**src/timer_pkg.sv**
```systemverilog
// Shared constants, types and helpers for the two-channel capture/compare timer.
// Assumes every user of it names items as timer_pkg::name.
package timer_pkg;

  localparam int unsigned CNT_W = 16;
  localparam logic [15:0] CNT_MAX = 16'hffff;
  localparam logic [15:0] CNT_RESET = 16'h0000;
  localparam logic [15:0] CNT_STEP = 16'h0001;

  // Word offsets of the register words in the processor map.
  localparam logic [15:0] OFS_TIMER_CONTROL_WORD = 16'h0160;
  localparam logic [15:0] OFS_CHAN0_CONTROL_WORD = 16'h0162;
  localparam logic [15:0] OFS_CHAN1_CONTROL_WORD = 16'h0164;
  localparam logic [15:0] OFS_COUNTER_VALUE_WORD = 16'h0170;
  localparam logic [15:0] OFS_CHAN0_VALUE_WORD = 16'h0172;
  localparam logic [15:0] OFS_CHAN1_VALUE_WORD = 16'h0174;
  localparam logic [15:0] OFS_TIMER_VECTOR_WORD = 16'h012e;

  // Interrupt vector addresses: channel zero alone, channel one shares with overflow.
  localparam logic [15:0] VEC_ADDR_CHANNEL_ZERO = 16'hfff2;
  localparam logic [15:0] VEC_ADDR_SHARED = 16'hfff0;

  // Codes read from the vector word, highest priority first.
  localparam logic [3:0] VEC_NONE = 4'h0;
  localparam logic [3:0] VEC_CHANNEL_ONE = 4'h2;
  localparam logic [3:0] VEC_OVERFLOW = 4'ha;

  typedef enum logic [1:0] {
    CLK_EXT_PIN = 2'h0,
    CLK_AUX = 2'h1,
    CLK_SUBMAIN = 2'h2,
    CLK_ALTERNATE = 2'h3
  } clock_sel_t;

  typedef enum logic [1:0] {
    IN_A = 2'h0,
    IN_B = 2'h1,
    IN_GND = 2'h2,
    IN_VCC = 2'h3
  } input_sel_t;

  typedef enum logic [1:0] {
    EDGE_NONE = 2'h0,
    EDGE_RISE = 2'h1,
    EDGE_FALL = 2'h2,
    EDGE_BOTH = 2'h3
  } edge_sel_t;

  // True when the sampled level pair shows an edge of the chosen kind.
  function automatic logic edge_hit(input logic prev, input logic cur, input edge_sel_t sel);
    logic rise;
    logic fall;
    rise = ~prev & cur;
    fall = prev & ~cur;
    unique case (sel)
      EDGE_NONE: edge_hit = 1'b0;
      EDGE_RISE: edge_hit = rise;
      EDGE_FALL: edge_hit = fall;
      EDGE_BOTH: edge_hit = rise | fall;
    endcase
  endfunction

endpackage

```
**src/capture_compare_channel.sv**
```systemverilog
// One capture/compare channel: value word, event flag and output signal.
// Assumes the counter, its step and its wrap pulse come from the timer core clock.
`timescale 1ns/1ps
module capture_compare_channel (
  input wire logic core_clk,
  input wire logic rstn,
  input wire logic capture_mode,
  input wire timer_pkg::input_sel_t input_select,
  input wire timer_pkg::edge_sel_t capture_edge,
  input wire logic pwm_mode,
  input wire logic value_load,
  input wire logic [15:0] value_data,
  input wire logic flag_clear,
  input wire logic [15:0] counter,
  input wire logic counter_step,
  input wire logic counter_wrap,
  input wire logic input_a,
  input wire logic input_b,
  output logic [15:0] value_q,
  output logic flag_q,
  output logic overrun_q,
  output logic signal_q
);

  logic sel_level;
  logic sel_prev_q;
  logic capture_hit;
  logic compare_hit;
  logic event_hit;

  always_comb begin
    unique case (input_select)
      timer_pkg::IN_A: sel_level = input_a;
      timer_pkg::IN_B: sel_level = input_b;
      timer_pkg::IN_GND: sel_level = 1'b0;
      timer_pkg::IN_VCC: sel_level = 1'b1;
    endcase
  end

  always_ff @(posedge core_clk or negedge rstn) begin
    if (!rstn) begin
      sel_prev_q <= 1'b0;
    end else begin
      sel_prev_q <= sel_level;
    end
  end

  assign capture_hit = capture_mode & timer_pkg::edge_hit(sel_prev_q, sel_level, capture_edge);
  assign compare_hit = ~capture_mode & counter_step & (counter == value_q);
  assign event_hit = capture_hit | compare_hit;

  // Capture latches the counter; otherwise software may load a compare value.
  always_ff @(posedge core_clk or negedge rstn) begin
    if (!rstn) begin
      value_q <= timer_pkg::CNT_RESET;
    end else if (capture_hit) begin
      value_q <= counter;
    end else if (value_load) begin
      value_q <= value_data;
    end
  end

  // A new event in the clearing cycle keeps the flag set.
  always_ff @(posedge core_clk or negedge rstn) begin
    if (!rstn) begin
      flag_q <= 1'b0;
    end else if (event_hit) begin
      flag_q <= 1'b1;
    end else if (flag_clear) begin
      flag_q <= 1'b0;
    end
  end

  // A capture while the flag is still pending marks a lost reading.
  always_ff @(posedge core_clk or negedge rstn) begin
    if (!rstn) begin
      overrun_q <= 1'b0;
    end else if (capture_hit & flag_q & ~flag_clear) begin
      overrun_q <= 1'b1;
    end else if (flag_clear) begin
      overrun_q <= 1'b0;
    end
  end

  // PWM mode sets at wrap and resets at match; otherwise each match toggles.
  always_ff @(posedge core_clk or negedge rstn) begin
    if (!rstn) begin
      signal_q <= 1'b0;
    end else if (pwm_mode) begin
      if (compare_hit) begin
        signal_q <= 1'b0;
      end else if (counter_wrap) begin
        signal_q <= 1'b1;
      end
    end else if (compare_hit) begin
      signal_q <= ~signal_q;
    end
  end

endmodule

```
**src/timer_two_channel_capture.sv**
```systemverilog
// Top of the 16-bit timer with two capture/compare channels.
// Assumes all pin and clock-source levels are synchronous to core_clk and slower than it.
//
// How it works
// A 16-bit counter wraps through its full range; two channels watch it.
// Counter overflow sets a sticky flag that can request an interrupt.
// Each channel sets its own flag and may request an interrupt under its own enable bit.
// Count clock: external pin, auxiliary, sub-main, or alternate input from same pin.
// Channel zero captures from its pin, auxiliary clock, ground or supply.
// Channel one input B is comparator output or the second channel pin, by variant.
// Each channel drives a PWM-capable output; channels work independently.
// Channel zero has its own interrupt; channel one and overflow share one vector.
// Register words sit at fixed offsets; the vector word identifies the source.
// Compare flags on counter match; capture latches counter on chosen edge.
`timescale 1ns/1ps
module timer_two_channel_capture (
  input wire logic core_clk,
  input wire logic rstn,
  input wire logic ext_timer_clock_pin,
  input wire logic aux_clock,
  input wire logic submain_clock,
  input wire timer_pkg::clock_sel_t clock_select,
  input wire logic count_run,
  input wire logic counter_clear,
  input wire logic overflow_irq_enable,
  input wire logic overflow_flag_clear,
  input wire logic comparator_variant,
  input wire logic channel0_signal_in,
  input wire logic channel1_signal_in,
  input wire logic channel1_signal_alt_in,
  input wire logic comparator_output,
  input wire logic [1:0] chan_capture_mode,
  input wire timer_pkg::input_sel_t chan0_input_select,
  input wire timer_pkg::input_sel_t chan1_input_select,
  input wire timer_pkg::edge_sel_t chan0_capture_edge,
  input wire timer_pkg::edge_sel_t chan1_capture_edge,
  input wire logic [1:0] chan_pwm_mode,
  input wire logic [1:0] chan_value_load,
  input wire logic [15:0] chan_value_data,
  input wire logic [1:0] chan_irq_enable,
  input wire logic [1:0] chan_flag_clear,
  input wire logic vector_read,
  output logic [15:0] counter_value_word_q,
  output logic [15:0] chan0_value_word_q,
  output logic [15:0] chan1_value_word_q,
  output logic counter_overflow_flag_q,
  output logic [1:0] channel_event_flag_q,
  output logic [1:0] capture_overrun_q,
  output logic channel0_signal_q,
  output logic channel1_signal_q,
  output logic channel_zero_irq_q,
  output logic shared_irq_q,
  output logic [3:0] timer_vector_word_q
);

  ////////////////////////////////////////////////////////////////////////////
  // Count clock selection and edge detection.

  logic src_level;
  logic src_prev_q;
  logic tick;
  logic step_q;
  logic wrap_q;
  logic overflow_hit;
  logic vec_is_ovf;

  always_comb begin
    unique case (clock_select)
      timer_pkg::CLK_EXT_PIN: src_level = ext_timer_clock_pin;
      timer_pkg::CLK_AUX: src_level = aux_clock;
      timer_pkg::CLK_SUBMAIN: src_level = submain_clock;
      timer_pkg::CLK_ALTERNATE: src_level = ext_timer_clock_pin;
    endcase
  end

  always_ff @(posedge core_clk or negedge rstn) begin
    if (!rstn) begin
      src_prev_q <= 1'b0;
    end else begin
      src_prev_q <= src_level;
    end
  end

  assign tick = count_run & timer_pkg::edge_hit(src_prev_q, src_level, timer_pkg::EDGE_RISE);
  assign overflow_hit = tick & ~counter_clear & (counter_value_word_q == timer_pkg::CNT_MAX);

  ////////////////////////////////////////////////////////////////////////////
  // Counter.

  logic [15:0] counter_d;

  // A clear wins over a tick in the same cycle, so a cleared counter never shows one.
  always_comb begin
    if (counter_clear) begin
      counter_d = timer_pkg::CNT_RESET;
    end else if (tick) begin
      counter_d = counter_value_word_q + timer_pkg::CNT_STEP;
    end else begin
      counter_d = counter_value_word_q;
    end
  end

  always_ff @(posedge core_clk or negedge rstn) begin
    if (!rstn) begin
      counter_value_word_q <= timer_pkg::CNT_RESET;
    end else begin
      counter_value_word_q <= counter_d;
    end
  end

  // Step and wrap mark the cycle in which the counter shows its new value.
  always_ff @(posedge core_clk or negedge rstn) begin
    if (!rstn) begin
      step_q <= 1'b0;
      wrap_q <= 1'b0;
    end else begin
      step_q <= tick & ~counter_clear;
      wrap_q <= overflow_hit;
    end
  end

  // Overflow flag; a new overflow wins over a clear in the same cycle.
  always_ff @(posedge core_clk or negedge rstn) begin
    if (!rstn) begin
      counter_overflow_flag_q <= 1'b0;
    end else if (overflow_hit) begin
      counter_overflow_flag_q <= 1'b1;
    end else if (overflow_flag_clear | (vector_read & vec_is_ovf)) begin
      counter_overflow_flag_q <= 1'b0;
    end
  end

  ////////////////////////////////////////////////////////////////////////////
  // Channels.

  logic chan1_b_level;
  logic chan1_read_clear;

  assign chan1_b_level = comparator_variant ? comparator_output : channel1_signal_alt_in;

  capture_compare_channel u_chan0 (
    .core_clk(core_clk),
    .rstn(rstn),
    .capture_mode(chan_capture_mode[0]),
    .input_select(chan0_input_select),
    .capture_edge(chan0_capture_edge),
    .pwm_mode(chan_pwm_mode[0]),
    .value_load(chan_value_load[0]),
    .value_data(chan_value_data),
    .flag_clear(chan_flag_clear[0]),
    .counter(counter_value_word_q),
    .counter_step(step_q),
    .counter_wrap(wrap_q),
    .input_a(channel0_signal_in),
    .input_b(aux_clock),
    .value_q(chan0_value_word_q),
    .flag_q(channel_event_flag_q[0]),
    .overrun_q(capture_overrun_q[0]),
    .signal_q(channel0_signal_q)
  );

  capture_compare_channel u_chan1 (
    .core_clk(core_clk),
    .rstn(rstn),
    .capture_mode(chan_capture_mode[1]),
    .input_select(chan1_input_select),
    .capture_edge(chan1_capture_edge),
    .pwm_mode(chan_pwm_mode[1]),
    .value_load(chan_value_load[1]),
    .value_data(chan_value_data),
    .flag_clear(chan_flag_clear[1] | chan1_read_clear),
    .counter(counter_value_word_q),
    .counter_step(step_q),
    .counter_wrap(wrap_q),
    .input_a(channel1_signal_in),
    .input_b(chan1_b_level),
    .value_q(chan1_value_word_q),
    .flag_q(channel_event_flag_q[1]),
    .overrun_q(capture_overrun_q[1]),
    .signal_q(channel1_signal_q)
  );

  ////////////////////////////////////////////////////////////////////////////
  // Interrupt requests and the shared vector word.

  logic [3:0] vec_d;
  logic chan1_pending;
  logic ovf_pending;

  assign chan1_pending = channel_event_flag_q[1] & chan_irq_enable[1];
  assign ovf_pending = counter_overflow_flag_q & overflow_irq_enable;

  always_comb begin
    if (chan1_pending) begin
      vec_d = timer_pkg::VEC_CHANNEL_ONE;
    end else if (ovf_pending) begin
      vec_d = timer_pkg::VEC_OVERFLOW;
    end else begin
      vec_d = timer_pkg::VEC_NONE;
    end
  end

  function automatic logic vec_shows(input logic [3:0] word, input logic [3:0] code);
    vec_shows = (word == code);
  endfunction

  // Reading the vector word acknowledges the source that it shows.
  assign chan1_read_clear = vector_read
    & vec_shows(timer_vector_word_q, timer_pkg::VEC_CHANNEL_ONE);
  assign vec_is_ovf = vec_shows(timer_vector_word_q, timer_pkg::VEC_OVERFLOW);

  always_ff @(posedge core_clk or negedge rstn) begin
    if (!rstn) begin
      timer_vector_word_q <= timer_pkg::VEC_NONE;
    end else begin
      timer_vector_word_q <= vec_d;
    end
  end

  always_ff @(posedge core_clk or negedge rstn) begin
    if (!rstn) begin
      channel_zero_irq_q <= 1'b0;
      shared_irq_q <= 1'b0;
    end else begin
      channel_zero_irq_q <= channel_event_flag_q[0] & chan_irq_enable[0];
      shared_irq_q <= chan1_pending | ovf_pending;
    end
  end

endmodule

```
**config.mk**
```make
export PLATFORM = sky130hd
export DESIGN_NAME = timer_two_channel_capture
export DESIGN_NICKNAME = d
export VERILOG_FILES = /design/src/timer_pkg.sv /design/src/capture_compare_channel.sv /design/src/timer_two_channel_capture.sv
export SDC_FILE = /design/constraint.sdc
export NUM_CORES = 1
export LEC_CHECK = 0
export BUFFER_PORTS_ARGS = -buffer_cell sky130_fd_sc_hd__buf_2
export CAP_MARGIN = 20
export CELL_PAD_IN_SITES_DETAIL_PLACEMENT = 1
export CELL_PAD_IN_SITES_GLOBAL_PLACEMENT = 1
export CORE_MARGIN = 8
export CORE_UTILIZATION = 43
export CTS_BUF_LIST = sky130_fd_sc_hd__clkbuf_8
export DETAILED_ROUTE_END_ITERATION = 12
export GPL_TIMING_DRIVEN = 0
export MAX_ROUTING_LAYER = met4
export PLACE_DENSITY_LB_ADDON = 0.2
export SKIP_LAST_GASP = 1
export SLEW_MARGIN = 5
export SYNTH_ARGS = -nofsm -noshare
export SYNTH_HDL_FRONTEND = slang
export SYNTH_HIERARCHICAL = 1
export SYNTH_SLANG_ARGS = --single-unit
export TNS_END_PERCENT = 5
```
**constraint.sdc**
```tcl
create_clock -name core_clk -period 2.9 [get_ports core_clk]
set_input_delay 0.29 -clock core_clk [delete_from_list [all_inputs] [get_ports core_clk]]
set_output_delay 0.29 -clock core_clk [all_outputs]
set_load 0.05 [all_outputs]
```
# Word level (Yosys, flattened, before mapping)

Cells that the tools add are included.
W data, S select, Z words.

Equality and inequality tests: 20
Add/sub/neg operators: 1
Reductions and logical operators: 20
Bitwise logic cells: 42
Muxes and demuxes: 29

Operators with widths:

| operator                | number |
|---|---|
| $mux W16                | 6 |
| $eq A16 B16 Y1          | 2 |
| $reduce_bool A2 Y1      | 12 |
| $and A1 B1 Y1           | 23 |
| $eq A2 B2 Y1 const B    | 10 |
| $add A16 B1 Y16 const B | 1 |
| $eq A16 B16 Y1 const B  | 1 |
| $mux W1                 | 16 |
| $pmux W1 S4             | 4 |
| $not A1 Y1              | 12 |
| $eq A2 B1 Y1 const B    | 5 |
| $logic_not A2 Y1        | 5 |
| $mux W4                 | 2 |
| $or A1 B1 Y1            | 7 |
| $eq A4 B2 Y1 const B    | 1 |
| $eq A4 B4 Y1 const B    | 1 |
| $reduce_and A2 Y1       | 2 |
| $pmux W1 S3             | 1 |
| $reduce_or A2 Y1        | 1 |

Input port bits: 51
Output and inout bits: 61
Logic and storage cells: 130
Register bits after elaboration: 66

# Longest topological paths before layout

Word-level depth: 10
Mapped depth: 10
Depth with buffers taken out: 9

# By module

The synthesis kept the hierarchy.

Modules (own cells, without submodules):

| module                    | cells an instance | area an instance (µm²) | instances | seq. area each (µm²) |
|---|---|---|---|---|
| capture_compare_channel   | 115               | 1,166.1                | 2         | 500.5 |
| timer_two_channel_capture | 120               | 1,203.7                | 1         | 575.6 |

# Worst setup path after synthesis

No wires, ideal clock.

Kind: reg-to-reg
Start point: register counter_value_word_q[0]
End point: register counter_value_word_q[10]
Cell stages (with the launch flop): 6
Required time: 2.822 ns
Arrival time: 2.146 ns
Path buffers: 0
Setup slack: 0.676 ns
Clock period less this slack: 2.224 ns
Setup time: 0.078 ns
Cells stage by stage: dfrtp_1 > ha_1 > nand2_1 > or4_4 > or4_1 > a21oi_1

Longest elaborated chain between the ends: 3

Ends and longest elaborated chain:

| item                   | RTL line                         | text |
|---|---|---|
| from (decl)            | timer_two_channel_capture.sv:43  | `output logic [15:0] counter_value_word_q,` |
| from (signal assigned) | timer_two_channel_capture.sv:105 | `counter_value_word_q <= timer_pkg::CNT_RESET;` |
| from (signal assigned) | timer_two_channel_capture.sv:107 | `counter_value_word_q <= counter_d;` |
| $add A16 B1 Y16        | timer_two_channel_capture.sv:97  | `counter_d = counter_value_word_q + timer_pkg::CNT_STEP;` |
| $mux W16               | timer_two_channel_capture.sv:96  | `end else if (tick) begin` |
| $mux W16               | timer_two_channel_capture.sv:94  | `if (counter_clear) begin` |

No other way between the ends. The select of a mux whose other input is x is not followed.
A chain may end at the register's enable or synchronous reset.

# Worst setup path in the final report

Start point: register counter_value_word_q[1]
End point: register counter_overflow_flag_q

Longest elaborated chain between the ends: 3
Elaborated cells between the ends (all ways): 4
Those cells by class: eq/ne: 1; mux: 1; bitwise: 1; reduce/logical: 1

Ends and longest elaborated chain:

| item                                          | RTL line                         | text |
|---|---|---|
| $eq A16 B16 Y1 *                              | timer_two_channel_capture.sv:85  | `assign overflow_hit = tick & ~counter_clear & (counter_value_word_q == timer_pkg::CNT_MAX);` |
| $and A1 B1 Y1 *                               | timer_two_channel_capture.sv:85  |  |
| named net overflow_hit                        | timer_two_channel_capture.sv:64  | `logic overflow_hit;` |
| $mux W1 or $reduce_bool A2 Y1 (tied branches) | -                                |  |
| to (signal assigned)                          | timer_two_channel_capture.sv:125 | `counter_overflow_flag_q <= 1'b0;` |
| to (signal assigned)                          | timer_two_channel_capture.sv:127 | `counter_overflow_flag_q <= 1'b1;` |
| to (signal assigned)                          | timer_two_channel_capture.sv:129 | `counter_overflow_flag_q <= 1'b0;` |
| to (decl)                                     | timer_two_channel_capture.sv:46  | `output logic counter_overflow_flag_q,` |

The timed path passes the listed nets; every way through them passes the cells marked *.

==> run_results.csv <==
group,metric,value,unit
run_status,outcome,"completed",
final_layout,nets,526,
logic_synthesis,netlist_top_cells_area,"dfrtp_1 (45%), mux2i_1 (9.9%), xor2_1 (5.9%)",
timing,finalHoldViolCount,0,
logic_synthesis,syn_inst,350,
routing,vias_per_cell,5.49,
placement,place_hpwl,8560,µm
worst_setup_path,cp.required,3.17,ns
logic_synthesis,yosys-top-cells-count,"dfrtp_1 (63), nand2_1 (44), mux2i_1 (35), o21ai_1 (32), xor2_1 (24)",
timing,finalSetupTns,0,ns
floorplanning,fp-row-count,33,
timing,min_period_over_period,80.6,%
routing,route.detailed.drc,0,
logic_synthesis,yosys.area.top_type,"dfrtp_1",
timing,fmax,0.428,GHz
worst_setup_path,rrSetupSlack,0.56,ns
worst_setup_path,critPathKind,"reg2reg",
timing,period_needed,2.34,ns
timing,final_max_slew_viol_count,0,
worst_setup_path,crit_end,"counter_overflow_flag_q",
routing,drt_pre_antenna_iters,4,
worst_setup_path,crit_path_max_incr_delay,0.57,ns
global_route,grt_pass1_vias,3486,
timing,tightest_slew,0.828,ns
placement,routabilityCongestion,0.837,
global_route,grt_pass1_wl,18600,µm
logic_synthesis,synth-async-reset-ratio,100,%
worst_setup_path,cp-end-kind,"flip-flop",
floorplanning,die_w,107,µm
worst_setup_path,crit_arrival,2.61,ns
worst_setup_path,path_depth,6,
clock_tree,cts.sinks,63,
worst_setup_path,path_delay_family,"simple AND/OR/NAND/NOR gates",
routing,antenna_left,0,
pwr,p_per_area,553,mW/mm²
hold_path,hp-class,"in2async",
logic_synthesis,netlist.area_leader.share,44.6,%
final_layout,insertedDiodeCount,0,
placement,placed_cell_area,0.00420,mm²
final_layout,drive_above_1_share,33.2,%
worst_setup_path,worstSetupStartpoint,"counter_value_word_q[1]",
routing,drtIter0Drc,143,
global_route,grt_max_degree,64,
logic_synthesis,syn_avg_cell_area,10.1,µm²
floorplanning,initial_core_util,43.7,%
final_layout,fillers,974,
worst_setup_path,r2r_cells,6,
clock_tree,cts_buffer_depth,2,
worst_setup_path,worst-path-max-fanout,10,
timing,finClkSkew,0.00969,ns
pwr,ir_drop,0.000237,V
clock_tree,tritoncts,"built",
clock_tree,post-cts-setup-buffers,0,
worst_setup_path,start_kind,"flip-flop",
clock_tree,post_cts_resized,0,
clock_tree,clkTransAtPathRegs,0.07,ns
clock_tree,cts_hold_buf,0,
logic_synthesis,synth.cell_area,0.00354,mm²
global_route,antenna_found_initial,0,
worst_setup_path,timing.rr.start,"counter_value_word_q[1]",
routing,wl,11600,µm
clock_tree,clk-insertion-delay-late,0.33,ns
timing,rsz0062_at_grt,"false",
routing,post_drt_wl_per_cell,20.0,µm
floorplanning,dieHeight,107,µm
clock_tree,cts_made_buffers,9,
worst_setup_path,worst_path_max_delay_cell,"nor3_1",
global_route,track_usage,21.4,%
timing,setup_violations,0,
run,drv_cap,0,
floorplanning,ios,112,
pwr,p_leak,2.23,nW
logic_synthesis,synth_edf_count,0,
logic_synthesis,synthDistinctLibCells,43,
logic_synthesis,synth-seq-cells,63,
final_layout,syn_to_final_growth,24.3,%
logic_synthesis,post-synth-top-count-cell,"dfrtp_1",
global_route,grt_overflow_total,0,
logic_synthesis,ys.warnings.count,6,
routing,vias,3172,
worst_setup_path,r2r_end,"counter_overflow_flag_q",
clock_tree,cts_root_buf,"clkbuf_8",
worst_setup_path,cp_num_buf_inv,1,
clock_tree,htree_levels,3,
final_layout,stdcell_area,0.00439,mm²
placement,port_buffers,106,
floorplanning,dieArea,0.0114,mm²
logic_synthesis,synth_flop_cell,"dfrtp_1",
logic_synthesis,yosysSeqAreaShare,44.6,%
worst_setup_path,path_cells,"ha_1 > nand2_1 > or4_4 > buf_6 > nor3_1 > a31o_2",
floorplanning,core_region_area,0.00809,mm²
timing,relSlewSlack,44.8,%
## kinds of logic (layout without fill, tap and decap cells)
family	Yosys count	in the layout	synth area share, %
other cells	1	2	0.106
buf+inv	27	149	4.14
mux	36	36	10.2
xor+xnor	34	34	8.42
flops	63	63	44.6
simple gates	106	106	17.2
fa+ha+maj	7	7	2.48
compound gates	76	76	12.8
## cells in the final DEF, fill, tap and decap left out, types with 3 or more instances in the layout
cell / n
nand4_1: 6
nand2_1: 44
o21ai_0: 9
or4_1: 5
ha_1: 7
o31ai_1: 5
nand3_1: 6
o21ai_1: 32
nand2b_1: 3
xnor2_1: 10
buf_2: 116
nor3_1: 4
xor2_1: 24
nor2_1: 7
nor4_2: 4
clkbuf_8: 10
inv_1: 12
buf_4: 4
dfrtp_1: 63
or3_1: 6
a21oi_1: 20
clkinv_2: 3
mux2i_1: 35
nand3b_1: 3
## metal layers
layer / up-vias / wire [µm] / share of wire [%] / GRT usage, %
li1: 1472 / - / - / -
met1: 1582 / 4790 / 41 / 24.5
met2: 99 / 5920 / 51 / 36.1
met3: 19 / 594 / 5.1 / 3.42
met4: 0 / 275 / 2.4 / 9.85
met5: - / 0 / 0 / -
## worst min-delay path by stage
stage	cells past startpoint	end	startpoint	slack, ns
after floorplan	0	channel_zero_irq_q	rstn	-0.006
after global placement	2	u_chan0/overrun_q	chan_flag_clear[0]	0.46
after detailed placement	1	u_chan0/value_q[3]	rstn	0.45
after CTS	1	u_chan0/value_q[3]	rstn	0.07
after global routing	1	u_chan1/value_q[3]	rstn	0.12
final	1	u_chan1/value_q[3]	rstn	0.05
## layout make-up
type,instances,area (µm²),area share (%)
Multi-Input combinational cell,261,1820,41.3
Timing Repair Buffer,106,533,12.1
Buffer,17,109,2.48
Clock inverter,6,52.6,1.20
Sequential cell,63,1580,35.9
Inverter,10,37.5,0.854
Tap cell,105,131,2.99
Clock buffer,10,138,3.13
## worst register-to-register path, cell delays in order, from the launching register on
cell and delay [ns]:
dfrtp_1 0.55, ha_1 0.28, nand2_1 0.07, or4_4 0.46, buf_6 0.16, nor3_1 0.57, a31o_2 0.19
## power by group
| part | total [mW] | switching, mW | internal [mW] |
|---|---|---|---|
| Combinational | 0.654 | 0.466 | 0.189 |
| Clock | 0.749 | 0.339 | 0.410 |
| Sequential | 1.03 | 0.0752 | 0.951 |
## flip-flops by register name, summed over array words and instances, names as in the netlist
name / flops
channel_zero_irq_q: 1
counter_overflow_flag_q: 1
counter_value_word_q: 16
src_prev_q: 1
step_q: 1
timer_vector_word_q: 2
u_chan0/flag_q: 1
u_chan0/overrun_q: 1
u_chan0/sel_prev_q: 1
u_chan0/signal_q: 1
u_chan0/value_q: 16
u_chan1/flag_q: 1
u_chan1/overrun_q: 1
u_chan1/sel_prev_q: 1
u_chan1/signal_q: 1
u_chan1/value_q: 16
wrap_q: 1
## metrics by stage
step	util [%]	setup slack, ns	total power, mW	hold WS [ns]	std cells
4_1_cts	54.3	0.609	2.45	0.0722	578
2_1_floorplan	-	0.676	1.48	-0.00559	351
3_3_place_gp	51.9	0.581	1.68	0.459	562
5_1_grt	54.3	0.482	2.53	0.118	578
6_report	54.3	0.562	2.43	0.0476	578
3_5_place_dp	51.9	0.568	1.70	0.448	562
Power figures use the tool's default switching activity.
